## src/sfl_cfg.svh

```systemverilog
`ifndef SFL_CFG_SVH
`define SFL_CFG_SVH

// ============================================================
// reset values
`define SFL_FLAG_RESET   8'h80
`define SFL_MASK_RESET   8'hff
`define SFL_DT_RESET     8'hff
`define SFL_CAL_RESET    8'h00

// ============================================================
// timing counts
`define SFL_TB_DIV       4'h3
`define SFL_CAL_LIMIT    13'h1000

// ============================================================
// general status flag positions
`define SFL_BIT_TEMP     0
`define SFL_BIT_DESATURATION_DETECT    1
`define SFL_BIT_SUPPLY   2
`define SFL_BIT_OVC      3
`define SFL_BIT_PHASE    4
`define SFL_BIT_FRAME    5
`define SFL_BIT_WRITE    6
`define SFL_BIT_RESET    7

// ============================================================
// mode command field positions
`define SFL_MODE_LOCK    0
`define SFL_MODE_SIMUL   1
`define SFL_MODE_DESATURATION_DETECT   3

// ============================================================
// command opcodes (upper bits of the command byte)
`define SFL_OP_NULL      3'h0
`define SFL_OP_MODE      3'h2
`define SFL_OP_DEAD      3'h4
`define SFL_OP_IEN0      4'h2
`define SFL_OP_IEN1      4'h3
`define SFL_OP_CLR0      4'h6
`define SFL_OP_CLR1      4'h7

`endif

```

## src/sfl_pkg.sv

```systemverilog
`include "sfl_cfg.svh"

package sfl_pkg;

  // ============================================================
  // command classes
  typedef enum logic [2:0] {
    CMD_NULL  = 3'b000,
    CMD_IEN0  = 3'b001,
    CMD_IEN1  = 3'b010,
    CMD_MODE  = 3'b011,
    CMD_CLR0  = 3'b100,
    CMD_CLR1  = 3'b101,
    CMD_DEAD  = 3'b110,
    CMD_BAD   = 3'b111
  } sfl_cmd_type;

  // ============================================================
  // deadtime calibration states
  typedef enum logic [1:0] {
    CAL_IDLE  = 2'b00,
    CAL_ARMED = 2'b01,
    CAL_MEAS  = 2'b10
  } sfl_cal_state_type;

  // ============================================================
  // grouped signals
  typedef struct packed {
    logic [2:0] over_temperature_detect;
    logic [2:0] desaturation_detect;
    logic       supply_low;
    logic       over_current;
  } sfl_fault_type;

  typedef struct packed {
    logic sclk;
    logic cs_n;
    logic si;
  } sfl_spi_type;

  typedef struct packed {
    logic lock;
    logic simultaneous_on_mode;
    logic desaturation_detect_mode;
  } sfl_mode_type;

  // classify a received command byte, don't-care bits ignored
  function automatic sfl_cmd_type sfl_decode(input logic [7:0] b);
    sfl_cmd_type c;
    c = CMD_BAD;
    if (b[7:5] == `SFL_OP_NULL) c = CMD_NULL;
    else if (b[7:4] == `SFL_OP_IEN0) c = CMD_IEN0;
    else if (b[7:4] == `SFL_OP_IEN1) c = CMD_IEN1;
    else if (b[7:5] == `SFL_OP_MODE) c = CMD_MODE;
    else if (b[7:4] == `SFL_OP_CLR0) c = CMD_CLR0;
    else if (b[7:4] == `SFL_OP_CLR1) c = CMD_CLR1;
    else if (b[7:5] == `SFL_OP_DEAD) c = CMD_DEAD;
    return c;
  endfunction : sfl_decode

endpackage : sfl_pkg

```

## src/sfl_sync.sv

```systemverilog
`timescale 1ns/100ps
`default_nettype none

module sfl_sync #(
  parameter int             W       = 1,
  parameter logic [W-1:0]   RST_VAL = '0
) (
  input  wire logic         i_mclk,
  input  wire logic         i_reset,
  input  wire logic [W-1:0] i_async,
  output logic      [W-1:0] o_sync
);

  logic [W-1:0] meta_q;
  logic [W-1:0] sync_q;

  // ============================================================
  // two-stage synchroniser, first stage feeds only the second
  always_ff @(posedge i_mclk or posedge i_reset) begin
    if (i_reset) begin
      meta_q <= RST_VAL;
      sync_q <= RST_VAL;
    end else begin
      meta_q <= i_async;
      sync_q <= meta_q;
    end
  end

  assign o_sync = sync_q;

endmodule : sfl_sync

`default_nettype wire

```

## src/sfl_phase_chk.sv

```systemverilog
`timescale 1ns/100ps
`default_nettype none

module sfl_phase_chk (
  input  wire logic       i_mclk,
  input  wire logic       i_reset,
  input  wire logic       i_tb_tick,
  input  wire logic [7:0] i_deadtime,
  input  wire logic       i_hs_on,
  input  wire logic       i_ls_on,
  input  wire logic       i_phase_node_sense,
  input  wire logic       i_blank,
  input  wire logic       i_simul_on,
  output logic            o_hs_err,
  output logic            o_ls_err,
  output logic            o_xor_err
);

  logic [7:0] cnt_q, cnt_d;
  logic [1:0] drv_q, drv_d;
  logic       hs_err_q, hs_err_d;
  logic       ls_err_q, ls_err_d;
  logic       xor_err_q, xor_err_d;
  logic       one_on;
  logic       expired;

  // ============================================================
  // deadtime timer since drive state changed, and error terms
  always_comb begin
    drv_d   = {i_hs_on, i_ls_on};
    one_on  = i_hs_on ^ i_ls_on;
    cnt_d   = cnt_q;
    if (drv_d != drv_q) cnt_d = 8'h00;
    else if (i_tb_tick && cnt_q != 8'hff) cnt_d = cnt_q + 8'h01;
    expired = one_on && (drv_d == drv_q) && (cnt_q >= i_deadtime);
    // node still low after high side on, or high after low side on
    hs_err_d  = expired && i_hs_on && !i_phase_node_sense;
    ls_err_d  = expired && i_ls_on && i_phase_node_sense;
    // comparator against drive state, blanked and off in full-on
    xor_err_d = one_on && !i_blank && !i_simul_on &&
                (i_phase_node_sense != i_hs_on);
  end

  always_ff @(posedge i_mclk or posedge i_reset) begin
    if (i_reset) begin
      cnt_q     <= 8'h00;
      drv_q     <= 2'b00;
      hs_err_q  <= 1'b0;
      ls_err_q  <= 1'b0;
      xor_err_q <= 1'b0;
    end else begin
      cnt_q     <= cnt_d;
      drv_q     <= drv_d;
      hs_err_q  <= hs_err_d;
      ls_err_q  <= ls_err_d;
      xor_err_q <= xor_err_d;
    end
  end

  assign o_hs_err  = hs_err_q;
  assign o_ls_err  = ls_err_q;
  assign o_xor_err = xor_err_q;

endmodule : sfl_phase_chk

`default_nettype wire

```

## src/sfl_status_bank.sv

```systemverilog
// What this block does
// - null command with low bits 00 selects general status; others also return it.
// - every general status flag stays set after its cause goes away.
// - a flag clears only by matching clear bit, and not while cause persists.
// - clear commands share bit layout with first and second mask commands.
// - bit 0 is OR of the three over-temperature detectors.
// - bit 1 is OR of desaturation detectors and high- and low-side phase errors.
// - phase error when node disagrees with switched-on side one deadtime later.
// - bit 2 latches low gate supply voltage.
// - bit 3 latches over-current comparator assertion.
// - bit 4 latches node-versus-drive mismatch, blanked during desaturation_detect blanking and off in full-on mode.
// - bit 5 latches non-multiple-of-eight frames and clock during calibration.
// - bit 6 latches writes after lock and undefined command codes.
// - bit 7 is set on leaving reset; other flags reset to zero.
// - a flag drives the interrupt output only when its mask bit is set.
// - mode status read is side-effect free; bits 7,2 zero, bit 1 full-on.
// - mode bit 0 shows lock; locked writes are ignored and flag write error.
// - mode bit 3 set once a deadtime command completes, zero or overflow too.
// - mode bit 4 flags calibration overflow.
// - mode bit 5 set when zero deadtime was commanded.
// - mode bit 6 mirrors desaturation shutdown mode.
// - mask read returns second mask high nibble, first mask low; resets ones.
// - deadtime read returns stored eight-bit calibration without side effects.
// - deadtime readback is zero before calibration while applied value is max.
// - mask bits map to flags 0 to 7 in order.
// - applied deadtime resets to 255 time-base cycles until replaced.
`timescale 1ns/100ps
`default_nettype none

module sfl_status_bank
  import sfl_pkg::*;
#(
  parameter logic [3:0] TB_DIV = `SFL_TB_DIV
) (
  input  wire logic          i_mclk,
  input  wire logic          i_reset,
  input  wire logic          i_sclk,
  input  wire logic          i_cs_n,
  input  wire logic          i_si,
  output logic               o_so,
  output logic               o_so_oe,
  output logic               o_irq,
  input  wire sfl_fault_type i_fault,
  input  wire logic [2:0]    i_hs_on,
  input  wire logic [2:0]    i_ls_on,
  input  wire logic [2:0]    i_blank,
  input  wire logic [2:0]    i_phase_node_sense,
  output logic [7:0]         o_deadtime,
  output logic               o_simultaneous_on_mode,
  output logic               o_desaturation_detect_mode
);

  // ============================================================
  // declarations
  sfl_spi_type       spi_s;
  sfl_fault_type     flt_s;
  logic [2:0]        node_s;
  logic [2:0]        hs_err, ls_err, xor_err;
  logic [3:0]        tb_cnt_q, tb_cnt_d;
  logic              tb_tick_q, tb_tick_d;
  logic              sclk_p_q, cs_p_q;
  logic              sclk_rise, sclk_fall, cs_fall, cs_rise;
  logic              frame_q, frame_d;
  logic [7:0]        rx_q, rx_d, tx_q, tx_d;
  logic [2:0]        bits_q, bits_d;
  logic              seen_q, seen_d;
  logic              so_q, so_d, oe_q, oe_d;
  logic              exec, fe_spi, fe_cal, we;
  sfl_cmd_type       cmd;
  logic [7:0]        status_sel;
  sfl_mode_type      mode_q, mode_d;
  logic [7:0]        mask_q, mask_d;
  logic [7:0]        dt_q, dt_d, cal_q, cal_d;
  logic              done_q, done_d, ovf_q, ovf_d, zero_q, zero_d;
  logic [1:0]        sel_q, sel_d;
  sfl_cal_state_type st_q, st_d;
  logic [12:0]       cnt_q, cnt_d;
  logic [7:0]        cond_vec, clr_vec;
  logic [7:0]        flags_q, flags_d;
  logic              irq_q, irq_d;

  // ============================================================
  // pin synchronisers
  sfl_sync #(.W(3), .RST_VAL(3'b010)) u_spi_sync (
    .i_mclk  (i_mclk),
    .i_reset (i_reset),
    .i_async ({i_sclk, i_cs_n, i_si}),
    .o_sync  (spi_s)
  );

  sfl_sync #(.W(11), .RST_VAL(11'h000)) u_flt_sync (
    .i_mclk  (i_mclk),
    .i_reset (i_reset),
    .i_async ({i_fault, i_phase_node_sense}),
    .o_sync  ({flt_s, node_s})
  );

  // ============================================================
  // per-phase error checkers
  for (genvar p = 0; p < 3; p++) begin : g_phase
    sfl_phase_chk u_chk (
      .i_mclk             (i_mclk),
      .i_reset            (i_reset),
      .i_tb_tick          (tb_tick_q),
      .i_deadtime         (dt_q),
      .i_hs_on            (i_hs_on[p]),
      .i_ls_on            (i_ls_on[p]),
      .i_phase_node_sense (node_s[p]),
      .i_blank            (i_blank[p]),
      .i_simul_on         (mode_q.simultaneous_on_mode),
      .o_hs_err           (hs_err[p]),
      .o_ls_err           (ls_err[p]),
      .o_xor_err          (xor_err[p])
    );
  end

  // ============================================================
  // internal time-base enable
  always_comb begin
    tb_tick_d = (tb_cnt_q == TB_DIV - 4'h1);
    tb_cnt_d  = tb_tick_d ? 4'h0 : tb_cnt_q + 4'h1;
  end

  always_ff @(posedge i_mclk or posedge i_reset) begin
    if (i_reset) begin
      tb_cnt_q  <= 4'h0;
      tb_tick_q <= 1'b0;
    end else begin
      tb_cnt_q  <= tb_cnt_d;
      tb_tick_q <= tb_tick_d;
    end
  end

  // ============================================================
  // status word selected for the next frame
  always_comb begin
    unique case (sel_q)
      2'b00: status_sel = flags_q;
      2'b01: status_sel = {1'b0, mode_q.desaturation_detect_mode, zero_q, ovf_q,
                           done_q, 1'b0, mode_q.simultaneous_on_mode,
                           mode_q.lock};
      2'b10: status_sel = mask_q;
      2'b11: status_sel = cal_q;
    endcase
  end

  // ============================================================
  // spi frame: sample on sclk rise, shift out on sclk fall
  assign sclk_rise = spi_s.sclk && !sclk_p_q;
  assign sclk_fall = !spi_s.sclk && sclk_p_q;
  assign cs_fall   = !spi_s.cs_n && cs_p_q;
  assign cs_rise   = spi_s.cs_n && !cs_p_q;
  assign cmd       = sfl_decode(rx_q);

  always_comb begin
    frame_d = frame_q;
    rx_d    = rx_q;
    tx_d    = tx_q;
    bits_d  = bits_q;
    seen_d  = seen_q;
    so_d    = so_q;
    oe_d    = oe_q;
    exec    = 1'b0;
    fe_spi  = 1'b0;
    if (cs_fall && st_q == CAL_IDLE) begin
      frame_d = 1'b1;
      tx_d    = status_sel;
      so_d    = status_sel[7];
      oe_d    = 1'b1;
      bits_d  = 3'h0;
      seen_d  = 1'b0;
    end else if (frame_q && cs_rise) begin
      frame_d = 1'b0;
      oe_d    = 1'b0;
      // whole bytes only, at least one
      if (bits_q == 3'h0 && seen_q) exec = 1'b1;
      else fe_spi = 1'b1;
    end else if (frame_q) begin
      if (sclk_rise) begin
        rx_d   = {rx_q[6:0], spi_s.si};
        bits_d = bits_q + 3'h1;
        seen_d = 1'b1;
      end
      if (sclk_fall) begin
        so_d = tx_q[6];
        tx_d = {tx_q[6:0], 1'b0};
      end
    end
  end

  always_ff @(posedge i_mclk or posedge i_reset) begin
    if (i_reset) begin
      sclk_p_q <= 1'b0;
      cs_p_q   <= 1'b1;
      frame_q  <= 1'b0;
      rx_q     <= 8'h00;
      tx_q     <= 8'h00;
      bits_q   <= 3'h0;
      seen_q   <= 1'b0;
      so_q     <= 1'b0;
      oe_q     <= 1'b0;
    end else begin
      sclk_p_q <= spi_s.sclk;
      cs_p_q   <= spi_s.cs_n;
      frame_q  <= frame_d;
      rx_q     <= rx_d;
      tx_q     <= tx_d;
      bits_q   <= bits_d;
      seen_q   <= seen_d;
      so_q     <= so_d;
      oe_q     <= oe_d;
    end
  end

  // ============================================================
  // command execution and deadtime calibration
  always_comb begin
    mode_d  = mode_q;
    mask_d  = mask_q;
    dt_d    = dt_q;
    cal_d   = cal_q;
    done_d  = done_q;
    ovf_d   = ovf_q;
    zero_d  = zero_q;
    sel_d   = sel_q;
    st_d    = st_q;
    cnt_d   = cnt_q;
    we      = 1'b0;
    fe_cal  = 1'b0;
    clr_vec = 8'h00;
    if (exec) begin
      // null picks a register, any other command returns general
      sel_d = (cmd == CMD_NULL) ? rx_q[1:0] : 2'b00;
      if (cmd == CMD_BAD) begin
        we = 1'b1;
      end else if (mode_q.lock && cmd != CMD_NULL) begin
        we = 1'b1;
      end else begin
        unique case (cmd)
          CMD_NULL:  ;
          CMD_IEN0:  mask_d[3:0] = rx_q[3:0];
          CMD_IEN1:  mask_d[7:4] = rx_q[3:0];
          CMD_MODE: begin
            mode_d.lock = mode_q.lock | rx_q[`SFL_MODE_LOCK];
            mode_d.simultaneous_on_mode = rx_q[`SFL_MODE_SIMUL];
            mode_d.desaturation_detect_mode = rx_q[`SFL_MODE_DESATURATION_DETECT];
          end
          CMD_CLR0:  clr_vec[3:0] = rx_q[3:0];
          CMD_CLR1:  clr_vec[7:4] = rx_q[3:0];
          CMD_DEAD: begin
            if (rx_q[0]) begin
              st_d = CAL_ARMED;
            end else begin
              dt_d   = 8'h00;
              cal_d  = 8'h00;
              zero_d = 1'b1;
              done_d = 1'b1;
              ovf_d  = 1'b0;
            end
          end
          CMD_BAD:   we = 1'b1;
        endcase
      end
    end
    unique case (st_q)
      CAL_IDLE: ;
      CAL_ARMED: begin
        if (cs_fall) begin
          st_d  = CAL_MEAS;
          cnt_d = 13'h0000;
        end
      end
      CAL_MEAS: begin
        if (tb_tick_q && cnt_q != `SFL_CAL_LIMIT) cnt_d = cnt_q + 13'h0001;
        if (sclk_rise || sclk_fall) fe_cal = 1'b1;
        if (cs_rise) begin
          st_d   = CAL_IDLE;
          done_d = 1'b1;
          zero_d = 1'b0;
          if (cnt_q == `SFL_CAL_LIMIT) begin
            ovf_d = 1'b1;
            dt_d  = 8'hff;
            cal_d = 8'hff;
          end else begin
            ovf_d = 1'b0;
            dt_d  = cnt_q[11:4];
            cal_d = cnt_q[11:4];
          end
        end
      end
      default: st_d = CAL_IDLE;
    endcase
  end

  always_ff @(posedge i_mclk or posedge i_reset) begin
    if (i_reset) begin
      mode_q <= '0;
      mask_q <= `SFL_MASK_RESET;
      dt_q   <= `SFL_DT_RESET;
      cal_q  <= `SFL_CAL_RESET;
      done_q <= 1'b0;
      ovf_q  <= 1'b0;
      zero_q <= 1'b0;
      sel_q  <= 2'b00;
      st_q   <= CAL_IDLE;
      cnt_q  <= 13'h0000;
    end else begin
      mode_q <= mode_d;
      mask_q <= mask_d;
      dt_q   <= dt_d;
      cal_q  <= cal_d;
      done_q <= done_d;
      ovf_q  <= ovf_d;
      zero_q <= zero_d;
      sel_q  <= sel_d;
      st_q   <= st_d;
      cnt_q  <= cnt_d;
    end
  end

  // ============================================================
  // latched fault flags and interrupt
  always_comb begin
    cond_vec = 8'h00;
    cond_vec[`SFL_BIT_TEMP]   = |flt_s.over_temperature_detect;
    cond_vec[`SFL_BIT_DESATURATION_DETECT]  = |flt_s.desaturation_detect |
                                |hs_err | |ls_err;
    cond_vec[`SFL_BIT_SUPPLY] = flt_s.supply_low;
    cond_vec[`SFL_BIT_OVC]    = flt_s.over_current;
    cond_vec[`SFL_BIT_PHASE]  = |xor_err;
    cond_vec[`SFL_BIT_FRAME]  = fe_spi | fe_cal;
    cond_vec[`SFL_BIT_WRITE]  = we;
    // live cause beats clear; otherwise hold until cleared
    flags_d = cond_vec | (flags_q & ~clr_vec);
    irq_d   = |(flags_q & mask_q);
  end

  always_ff @(posedge i_mclk or posedge i_reset) begin
    if (i_reset) begin
      flags_q <= `SFL_FLAG_RESET;
      irq_q   <= 1'b0;
    end else begin
      flags_q <= flags_d;
      irq_q   <= irq_d;
    end
  end

  assign o_so                   = so_q;
  assign o_so_oe                = oe_q;
  assign o_irq                  = irq_q;
  assign o_deadtime             = dt_q;
  assign o_simultaneous_on_mode = mode_q.simultaneous_on_mode;
  assign o_desaturation_detect_mode           = mode_q.desaturation_detect_mode;
endmodule : sfl_status_bank

`default_nettype wire

```

## config.mk

```make
export PLATFORM = sky130hd
export DESIGN_NAME = sfl_status_bank
export DESIGN_NICKNAME = d
export VERILOG_FILES = /design/src/sfl_pkg.sv /design/src/sfl_sync.sv /design/src/sfl_phase_chk.sv /design/src/sfl_status_bank.sv
export VERILOG_INCLUDE_DIRS = /design/src
export SDC_FILE = /design/constraint.sdc
export NUM_CORES = 1
export LEC_CHECK = 0
export BUFFER_PORTS_ARGS = -buffer_cell sky130_fd_sc_hd__buf_2
export CORE_UTILIZATION = 54
export CTS_CLUSTER_SIZE = 30
export DETAILED_ROUTE_END_ITERATION = 8
export GPL_ROUTABILITY_DRIVEN = 0
export HOLD_SLACK_MARGIN = 0.05
export PLACE_DENSITY = 0.72
export SETUP_SLACK_MARGIN = 0.02
export SLEW_MARGIN = 0
export SYNTH_ARGS = -nofsm -noshare
export SYNTH_HDL_FRONTEND = slang
export SYNTH_SLANG_ARGS = --single-unit
```

## constraint.sdc

```tcl
create_clock -name i_mclk -period 5.2 [get_ports i_mclk]
set_input_delay 0.78 -clock i_mclk [delete_from_list [all_inputs] [get_ports i_mclk]]
set_output_delay 0.78 -clock i_mclk [all_outputs]
set_load 0.01 [all_outputs]
```

Word level (Yosys, flattened, before mapping)
Cells that the tools add are included.

storage, ports and cells
  flip-flop bits (word level) = 151
  bits in latches = 0
  bits in writable memories = 0
  ROM bits = 0
  input bits = 25
  output and inout bits = 13
  memories = 0

cells by class
  add/subtract/negate cells = 6
  multiply operators = 0
  divide/modulo/power cells = 0
  $lt $le $gt $ge = 3
  eq/ne operators = 36
  shift-type cells = 0
  muxes and demuxes = 98
  bitwise operators = 15
  reduce and logical (&&, ||, !) cells = 78

operators by type and width
  kind                                            count
  two-way mux 8 bit                               24
  two-way mux 1 bit                               44
  logical AND 1 bit                               39
  case mux 8 bit (4 select lines)                 1
  two-way mux 7 bit                               4
  two-way mux 13 bit                              2
  case mux 13 bit (2 select lines)                1
  adder 8 x 1 -> 8 bit (second input constant)    3
  greater-or-equal comparator 8 bit               3
  two-way mux 3 bit                               8
  != test 8 bit (second input constant)           3
  two-way mux 2 bit                               10
  AND 8 bit                                       2
  AND reduction 4 bit                             4
  nonzero test 2 bit                              8
  == test 3 bit (second input constant)           5
  OR reduction 3 bit                              5
  adder 13 x 1 -> 13 bit (second input constant)  1
  == test 13 bit (second input constant)          1
  != test 13 bit (second input constant)          1
  == test 4 x 2 -> 1 bit (second input constant)  3
  two-way mux 4 bit                               3
  zero test 1 bit                                 11
  == test 3 x 2 -> 1 bit (second input constant)  3
  other kinds (22)                                47

Depth between registers and ports, before layout
Gate-level depths: netlist (run 1).

  depth after elaboration = 16
  gate-level depth with buffers = 8
  depth with buffers taken out = 6

Cells and area by module
Synthesis (run 1) repeated with hierarchy kept, for this count alone.

unflattened totals
  cell total of the unflattened synthesis = 648
  area, all modules = 7120.6 um^2

by module, submodules not included
  module                  times used  cells each  area an instance (um^2)  sequential area each (um^2)
  sfl_status_bank         1           360         3970.1                   2124.5
  sfl_phase_chk           3           86          813.3                    325.3
  sfl_sync at u_flt_sync  1           23          554.3                    550.5
  sfl_sync at u_spi_sync  1           7           156.4                    152.6

Worst setup path before layout (run 1)
No wires, ideal clock.

  path kind = reg2reg
  from = register u_spi_sync.sync_q[1], in the netlist u_spi_sync.o_sync[1]
  to = register cal_q[6]
  arrival time = 1.692 ns
  setup slack = 3.382 ns
  cell stages (with the launch flop) = 8
  path through = dfstp_2 -> buf_6 -> and3b_1 -> and2_1 -> buf_2 -> a41oi_4 -> buf_4 -> a221o_1

on the way
  word-level cells in the longest chain between the ends = 7
  elaborated cells on any way between the ends = 10
  classes of those cells = 5 x mux; 5 x reduce/logical

RTL lines
  item                                                    line                                            text
  from (decl)                                             sfl_sync.sv:15                                  logic [W-1:0] sync_q;
  from (signal assigned)                                  sfl_sync.sv:25                                  sync_q <= meta_q;
  logical AND 1 bit or zero test 1 bit (tied branches)    sfl_status_bank.sv:152, sfl_status_bank.sv:151
  logical AND 1 bit, on equally long branches             sfl_status_bank.sv:172, sfl_status_bank.sv:151
  two-way mux 1 bit or logical AND 1 bit (tied branches)  sfl_status_bank.sv:172, sfl_status_bank.sv:165
  two-way mux 1 bit                                       sfl_status_bank.sv:165                          if (cs_fall && st_q == CAL_IDLE) begin
  two-way mux 8 bit                                       sfl_status_bank.sv:231                          if (exec) begin
  two-way mux 8 bit                                       sfl_status_bank.sv:276                          if (cs_rise) begin
  two-way mux 8 bit *                                     sfl_status_bank.sv:265                          unique case (st_q)
  named net cal_d[6]                                      sfl_status_bank.sv:73                           logic [7:0] dt_q, dt_d, cal_q, cal_d;
  to (signal assigned)                                    sfl_status_bank.sv:300                          cal_q <= `SFL_CAL_RESET;
  to (signal assigned)                                    sfl_status_bank.sv:311                          cal_q <= cal_d;
  to (decl)                                               sfl_status_bank.sv:73

The timed path passes the listed nets; every way through them passes the cells marked *.
A chain may end at the register's enable or synchronous reset.

Worst setup path in the final report (run 1)
  from = register cs_p_q
  to = register tx_q[1]

on the way
  word-level cells in the longest chain between the ends = 5
  elaborated cells on any way between the ends = 10
  classes of those cells = 1 x eq/ne; 1 x mux; 8 x reduce/logical

RTL lines
  item                           line                    text
  from (decl)                    sfl_status_bank.sv:61   logic sclk_p_q, cs_p_q;
  from (signal assigned)         sfl_status_bank.sv:204  cs_p_q <= spi_s.cs_n;
  zero test 1 bit                sfl_status_bank.sv:152  assign cs_rise = spi_s.cs_n && !cs_p_q;
  logical AND 1 bit              sfl_status_bank.sv:152
  logical AND 1 bit              sfl_status_bank.sv:172  end else if (frame_q && cs_rise) begin
  != test 2 bit (no line)        -
  AND reduction 3 bit (no line)  -
  to (signal assigned)           sfl_status_bank.sv:207  tx_q <= tx_d;
  to (decl)                      sfl_status_bank.sv:64   logic [7:0] rx_q, rx_d, tx_q, tx_d;

Several ways; a longest one is shown, not always the timed one.

==> flow_metrics.py, run 1 <==
metrics = {
    "clock_network": {
        "cts-root-buf": "clkbuf_16",
        "cts_inserted_buffers": 17,
        "post_cts_resized": 0,
        "cts.htree.levels": 4,
        "cts_buffer_depth": 2,
        "cts_tree": "done",
        "cts_num_sinks": 151,
        "clock_latency_ns": 0.42,
        "cts_hold_buf": 0,
        "cts_setup_buffers": 0,
        "path_clk_slew_ns": 0.06,
    },
    "power": {
        "clkPwrFrac_pct": 43.1,
        "p_int_w": 0.00207,
        "p_leak_nw": 3.49,
        "vdd_drop_max_uv": 243,
        "seq_power_share_pct": 48.7,
        "net-switching-power_w": 0.000683,
        "combinationalPowerShare_pct": 8.2,
        "swShare_pct": 24.8,
        "power.density_nw_per_um2": 343,
    },
    "cells_and_area": {
        "n_fill_cell": 1048,
        "nets": 726,
        "final_cell_mix": "dfrtp_1, nor2_1, nand2_1",
        "seq_area_um2": 3800,
        "final_common_cell": "dfrtp_1",
        "multiInputGateArea_um2": 3080,
        "drive_above_1_share_pct": 18.5,
        "syn_to_final_growth_pct": 12.4,
        "diodes": 0,
    },
    "sta": {
        "worst_pin_slew_ns": 1.18,
        "finalSetupViolCount": 0,
        "min_period_ns": 2.45,
        "slew_headroom_pct": 21.2,
        "totalNegativeSetupSlack_ns": 0,
        "hold_viol_final": 0,
        "slew_violations": 0,
        "finalClockSkew_ns": 0.00930,
        "min_period_over_period_pct": 47.1,
        "rsz0062_at_grt": "false",
        "setup_slack_ns": 2.75,
        "fmax_mhz": 408,
    },
    "die": {
        "die_h_um": 117,
        "die-area_um2": 13700,
        "die_x_um": 117,
        "io_pins": 38,
        "initial_utilization_pct": 56.0,
        "num_rows": 41,
        "core_area_um2": 12700,
    },
    "logic_synthesis": {
        "synth_edf_count": 0,
        "syn_inst": 633,
        "ys_seq_area_share_pct": 53.4,
        "synth_top_cell_area_share_pct": 46.0,
        "yosysWarningCount": 0,
        "netlist_area_um2": 7130,
        "synth_top_cell_by_area": "dfrtp_1",
        "synthTopCellsByArea": "dfrtp_1, dfstp_2, ha_1",
        "ys_types": 65,
        "ys.flop_type": "dfrtp_1",
        "ys_async_sr_fraction_pct": 100,
        "syn_nets": 691,
        "syn-mean-instance-area_um2": 11.3,
        "synth-seq-cells": 151,
    },
    "run_status": {
        "status": "complete, no violations",
    },
    "placement": {
        "dpl.hpwl_mm": 10.0,
        "pre_cts_slack_ns": 2.78,
        "port_buffers": 37,
    },
    "worst_setup_path": {
        "timing.rr.start": "cs_p_q",
        "r2r_cells": 4,
        "arrival_ns": 2.75,
        "crit_path_end_kind": "flip-flop",
        "crit_fanout": 16,
        "cp-start-kind": "flip-flop",
        "rr_endpoint": "tx_q[1]",
        "crit_type": "reg -> reg",
        "reg2reg_setup_slack_ns": 2.75,
        "worstPathRequired_ns": 5.50,
    },
    "global_route": {
        "antenna_found_initial": 0,
        "grt_pass1_wl_mm": 24.1,
        "grt_max_degree": 110,
        "grt_overflow": 0,
        "grt.total_usage_pct": 23.7,
        "grt_pass1_vias": 4884,
    },
    "drt": {
        "detail_route.wl_per_cell_um": 17.0,
        "totalWireLength_mm": 14.5,
        "drc": 0,
        "firstDrtPassIters": 5,
        "vias_per_cell": 5.90,
        "vias": 5031,
        "postRouteAntennaNets": 0,
        "drtIter0Drc": 405,
    },
    "hold_path": {
        "hold_end": "u_flt_sync.o_sync[5]",
        "min_from": "u_flt_sync.meta_q[5]",
        "hold_depth": 0,
        "hp-class": "reg -> reg",
    },
    "job": {
        "maxCapViolCount": 0,
    },
}
-- state kept, by name, summed over array words and instances (netlist names), 4 cells and up --
name	count
cal_q	8
mask_q	8
u_flt_sync.o_sync	11
u_flt_sync.meta_q	11
rx_q	8
tb_cnt_q	4
tx_q	7
g_phase.u_chk.cnt_q	24
flags_q	8
g_phase.u_chk.drv_q	6
cnt_q	13
o_deadtime	8
-- power groups by stage --
stage	clock [W]	combinational [W]	sequential [W]
finish	0.00119	0.000225	0.00134
global route	0.00127	0.000250	0.00135
CTS	0.00121	0.000228	0.00134
detailed placement	0	0.000228	0.00136
global placement	0	0.000221	0.00136
floorplan	0	0.000205	0.00131
-- worst max path at each step --
stage	from	endpoint	slack, ns	cells after the start
final	cs_p_q	tx_q[1]	2.75	4
after global routing	cs_p_q	tx_q[1]	2.46	4
after CTS	cs_p_q	tx_q[1]	2.77	4
after detailed placement	cs_p_q	tx_q[6]	2.78	4
after global placement	cs_p_q	tx_q[6]	2.89	4
after floorplan	i_reset	bits_q[0]	0.39	1
-- metrics by stage --
step,cells,total power [W],utilization [%],hold WS [ns],instance area (um2)
after floorplan,633,0.00151,-,0.331,7130
after global placement,821,0.00158,58.4,0.332,7420
after detailed placement,821,0.00158,58.4,0.335,7420
after CTS,853,0.00278,63.0,0.349,8010
after global routing,853,0.00287,63.0,0.356,8010
final,853,0.00275,63.0,0.347,8010
-- Yosys cell counts (all sizes together) (8+ instances only) --
| cell | instances |
|---|---|
| nor3 | 11 |
| mux2i | 8 |
| a221o | 16 |
| nor4 | 10 |
| and2 | 9 |
| mux2 | 19 |
| nand2 | 50 |
| a21oi | 38 |
| o21ai | 30 |
| dfstp | 20 |
| dfrtp | 131 |
| buf | 13 |
| xnor2 | 21 |
| nand3 | 18 |
| nand2b | 8 |
| inv | 29 |
| nand4 | 8 |
| ha | 33 |
| clkbuf | 11 |
| nor2 | 53 |
-- logic make-up (layout without fill, tap and decap cells) --
family                     count (synthesis)  in the layout  share of synthesized area, %
buffers and inverters                     53            101                          3.35
and+or+nand+nor                          211            211                          15.8
muxes                                     33             33                          6.44
DFF                                      151            151                          53.4
xor gates and xnor gates                  25             25                          3.07
adders and majority gates                 33             33                          5.79
AOI/OAI and AO/OA                        127            127                          12.1
-- critical path, stage by stage, from the launching register on --
cell	delay, ns
dfstp_2	0.58
nor4b_2	0.96
o21ai_1	0.47
a21oi_1	0.24
a21oi_1	0.09
-- cell type report --
cell class | count | share of cell area (%)
flip-flops and latches | 151 | 47.5
multi-input cells | 429 | 38.5
clock buffers | 20 | 5.83
well taps | 172 | 2.69
repair buffers | 40 | 2.59
clock inverters | 12 | 1.47
inverters | 29 | 1.42
-- layer usage --
layer	up-vias	global-route usage, %	routed length [um]	share of wire, %
met3	23	6.90	822	5.7
met4	0	8.69	252	1.7
met5	-	0	0	0
li1	2370	-	-	-
met2	136	36.7	7010	48
met1	2502	31.8	6440	44
Note: power is estimated with default switching activity, not from simulation.
==> run 2: changes to the inputs <==
--- a/config.mk
+++ b/config.mk
@@ -6,6 +6,7 @@
 export SDC_FILE = /design/constraint.sdc
 export NUM_CORES = 1
 export LEC_CHECK = 0
+export ABC_AREA = 1
 export BUFFER_PORTS_ARGS = -buffer_cell sky130_fd_sc_hd__buf_2
 export CORE_UTILIZATION = 54
 export CTS_CLUSTER_SIZE = 30
==> constraint.sdc (replaced) <==
create_clock -name i_mclk -period 2.4 [get_ports i_mclk]
set_input_delay 0.36 -clock i_mclk [delete_from_list [all_inputs] [get_ports i_mclk]]
set_output_delay 0.36 -clock i_mclk [all_outputs]
set_load 0.01 [all_outputs]
==> run 2 against run 1 <==
Wire length rose by 15%. Maximum frequency rose by 40%. Global-route usage rose by 1.3 points. First-iteration DRC count rose by 28%. Die area rose by 8.1%. Clock power rose by 120%. Via count rose by 21%. Worst setup slack got worse by 2.1 ns. Critical path depth rose by 3. Count of clock-buffer cells in the layout fell by 2. Final area rose by 9.9%. Critical path type unchanged. Highest routed layer unchanged.
==> flow_metrics.py, run 2 <==
metrics = {
    "run_status": {
        "status": "complete, no violations",
    },
    "logic_synthesis": {
        "synth_top_cell_area_share_pct": 42.5,
        "ys_types": 42,
        "netlist_area_um2": 7720,
        "syn_nets": 977,
        "synth_most_common_cell": "nand2_1",
        "synth_top_cell_by_area": "dfrtp_1",
        "yosysWarningCount": 0,
        "syn-mean-instance-area_um2": 8.40,
        "ys.flop_type": "dfrtp_1",
        "synth-seq-cells": 151,
        "syn_inst": 919,
        "synthTopCellsByArea": "dfrtp_1, nand2_1, dfstp_2",
        "synthTopCellsByCount": "nand2_1, dfrtp_1, inv_1, nand3_1, nor2_1",
        "ys_seq_area_share_pct": 49.3,
        "synth_edf_count": 0,
        "ys_async_sr_fraction_pct": 100,
    },
    "die": {
        "die_h_um": 122,
        "io_pins": 38,
        "die-area_um2": 14800,
        "die_x_um": 122,
        "core_area_um2": 13900,
        "initial_utilization_pct": 55.4,
        "num_rows": 43,
    },
    "worst_setup_path": {
        "timing.rr.start": "cs_p_q",
        "reg2reg_setup_slack_ns": 0.65,
        "cpMaxStageDelayCell": "dfstp_2",
        "worst-path-buf-inv": 1,
        "crit_path_end_kind": "flip-flop",
        "worstPathRequired_ns": 2.70,
        "r2r_cells": 7,
        "path_cells": "nand2_2 -> nor2_4 -> inv_4 -> nand2_4 -> nand2_4 -> nor2_1 -> a21oi_2",
        "crit_type": "reg -> reg",
        "slowest_delay_ns": 0.55,
        "cpMostUsedCell": "nand2_4",
        "crit_fanout": 16,
        "crit_family": "simple AND/OR/NAND/NOR gates",
        "cp-start-kind": "flip-flop",
        "rr_endpoint": "rx_q[0]",
        "arrival_ns": 2.05,
    },
    "hold_path": {
        "hold_depth": 2,
        "hp-class": "in -> reg",
        "min_from": "i_blank[2]",
        "hold_end": "g_phase[2].u_chk.o_xor_err",
    },
    "placement": {
        "dpl.hpwl_mm": 12.0,
        "port_buffers": 37,
        "place_inst": 1129,
    },
    "sta": {
        "rsz0062_at_grt": "false",
        "finalClockSkew_ns": 0.00890,
        "min_period_ns": 1.75,
        "hold_viol_final": 0,
        "slew_headroom_pct": 59.8,
        "min_period_over_period_pct": 72.8,
        "worst_pin_slew_ns": 0.603,
        "slew_violations": 0,
        "fmax_mhz": 573,
        "finalSetupViolCount": 0,
        "totalNegativeSetupSlack_ns": 0,
    },
    "clock_network": {
        "path_clk_slew_ns": 0.06,
        "clock_latency_ns": 0.43,
        "post_cts_resized": 0,
        "cts_tree": "done",
        "cts.htree.levels": 4,
        "cts_inserted_buffers": 17,
        "cts_hold_buf": 15,
        "cts_num_sinks": 151,
        "cts_setup_buffers": 0,
        "cts_buffer_depth": 2,
        "cts-root-buf": "clkbuf_16",
    },
    "global_route": {
        "antenna_found_initial": 0,
        "grt_max_degree": 37,
        "grt_pass1_vias": 5584,
        "grt_pass1_wl_mm": 28.2,
        "grt_overflow": 0,
        "grt.total_usage_pct": 24.9,
    },
    "drt": {
        "vias": 6111,
        "firstDrtPassIters": 5,
        "postRouteAntennaNets": 0,
        "vias_per_cell": 5.20,
        "detail_route.wl_per_cell_um": 14.2,
        "drtIter0Drc": 517,
        "totalWireLength_mm": 16.7,
        "drc": 0,
    },
    "cells_and_area": {
        "largest_reg_flops": 24,
        "final_cell_mix": "nand2_1, dfrtp_1, inv_1",
        "final_common_cell": "nand2_1",
        "syn_to_final_growth_pct": 14.0,
        "diodes": 0,
        "top_register": "g_phase.u_chk.cnt_q",
        "drive_above_1_share_pct": 16.2,
        "reg_top3": "g_phase.u_chk.cnt_q (24), cnt_q (13)",
        "layout.cells.non_filler": 1176,
        "n_fill_cell": 1183,
        "nets": 1041,
    },
    "power": {
        "power_w": 0.00621,
        "power.density_nw_per_um2": 705,
        "vdd_drop_max_uv": 564,
        "p_leak_nw": 4.30,
    },
    "job": {
        "maxCapViolCount": 0,
    },
}
[run 2: per-stage QoR]
step	util (%)	hold slack, ns	setup slack, ns	cell area, um2
floorplan	-	0.331	0.153	7720
global placement	58.0	0.333	0.649	8090
detailed placement	58.0	0.335	0.639	8090
CTS	63.1	0.0748	0.626	8800
global route	63.1	0.0839	0.510	8800
finish	63.1	0.0937	0.653	8800
[run 2: layout make-up]
class / instances / area [um2] / area share [%]
Inverter: 106 / 404 / 4.59
Timing Repair Buffer: 58 / 393 / 4.46
Clock inverter: 14 / 135 / 1.54
Clock buffer: 18 / 429 / 4.88
Tap cell: 180 / 225 / 2.56
Sequential cell: 151 / 3800 / 43.2
Multi-Input combinational cell: 649 / 3410 / 38.7
[run 2: worst reg2reg max path, stage by stage (launching register included)]
cell     delay, ns
dfstp_2       0.55
nand2_2       0.08
nor2_4        0.33
inv_4         0.16
nand2_4       0.14
nand2_4       0.14
nor2_1        0.17
a21oi_2       0.04
[run 2: power by group]
part	leakage, nW	switching [W]	internal (W)
registers	1.88	0.000174	0.00273
logic	2.14	0.000481	0.000248
clock network	0.275	0.00105	0.00152
[run 2: routing by layer]
layer | GRT usage, % | part of all wire (%)
met1 | 38.2 | 51
met2 | 35.3 | 44
met3 | 4.54 | 3.7
met4 | 8.64 | 1.5
met5 | 0 | 0
[run 2: worst max path at each step]
stage                         start  cells after the start         to  slack, ns
2_1_floorplan               i_reset                      1  bits_q[0]       0.15
3_3_place_gp   u_spi_sync.o_sync[1]                      7    tx_q[5]       0.65
3_5_place_dp                 cs_p_q                      7    rx_q[0]       0.64
4_1_cts                      cs_p_q                      7    rx_q[0]       0.63
5_1_grt                     st_q[0]                      7   cal_q[1]       0.51
6_report                     cs_p_q                      7    rx_q[0]       0.65
[run 2: kinds of logic (layout without fill, tap and decap cells)]
group / after synthesis / after routing / synth area share, %
AO/OA/AOI/OAI: 96 / 96 / 7.44
buffers and inverters: 119 / 196 / 6.53
adder cells (fa/ha/maj): 33 / 33 / 5.35
AND/OR/NAND/NOR: 505 / 505 / 29.7
XOR/XNOR: 15 / 15 / 1.70
flip-flops: 151 / 151 / 49.3
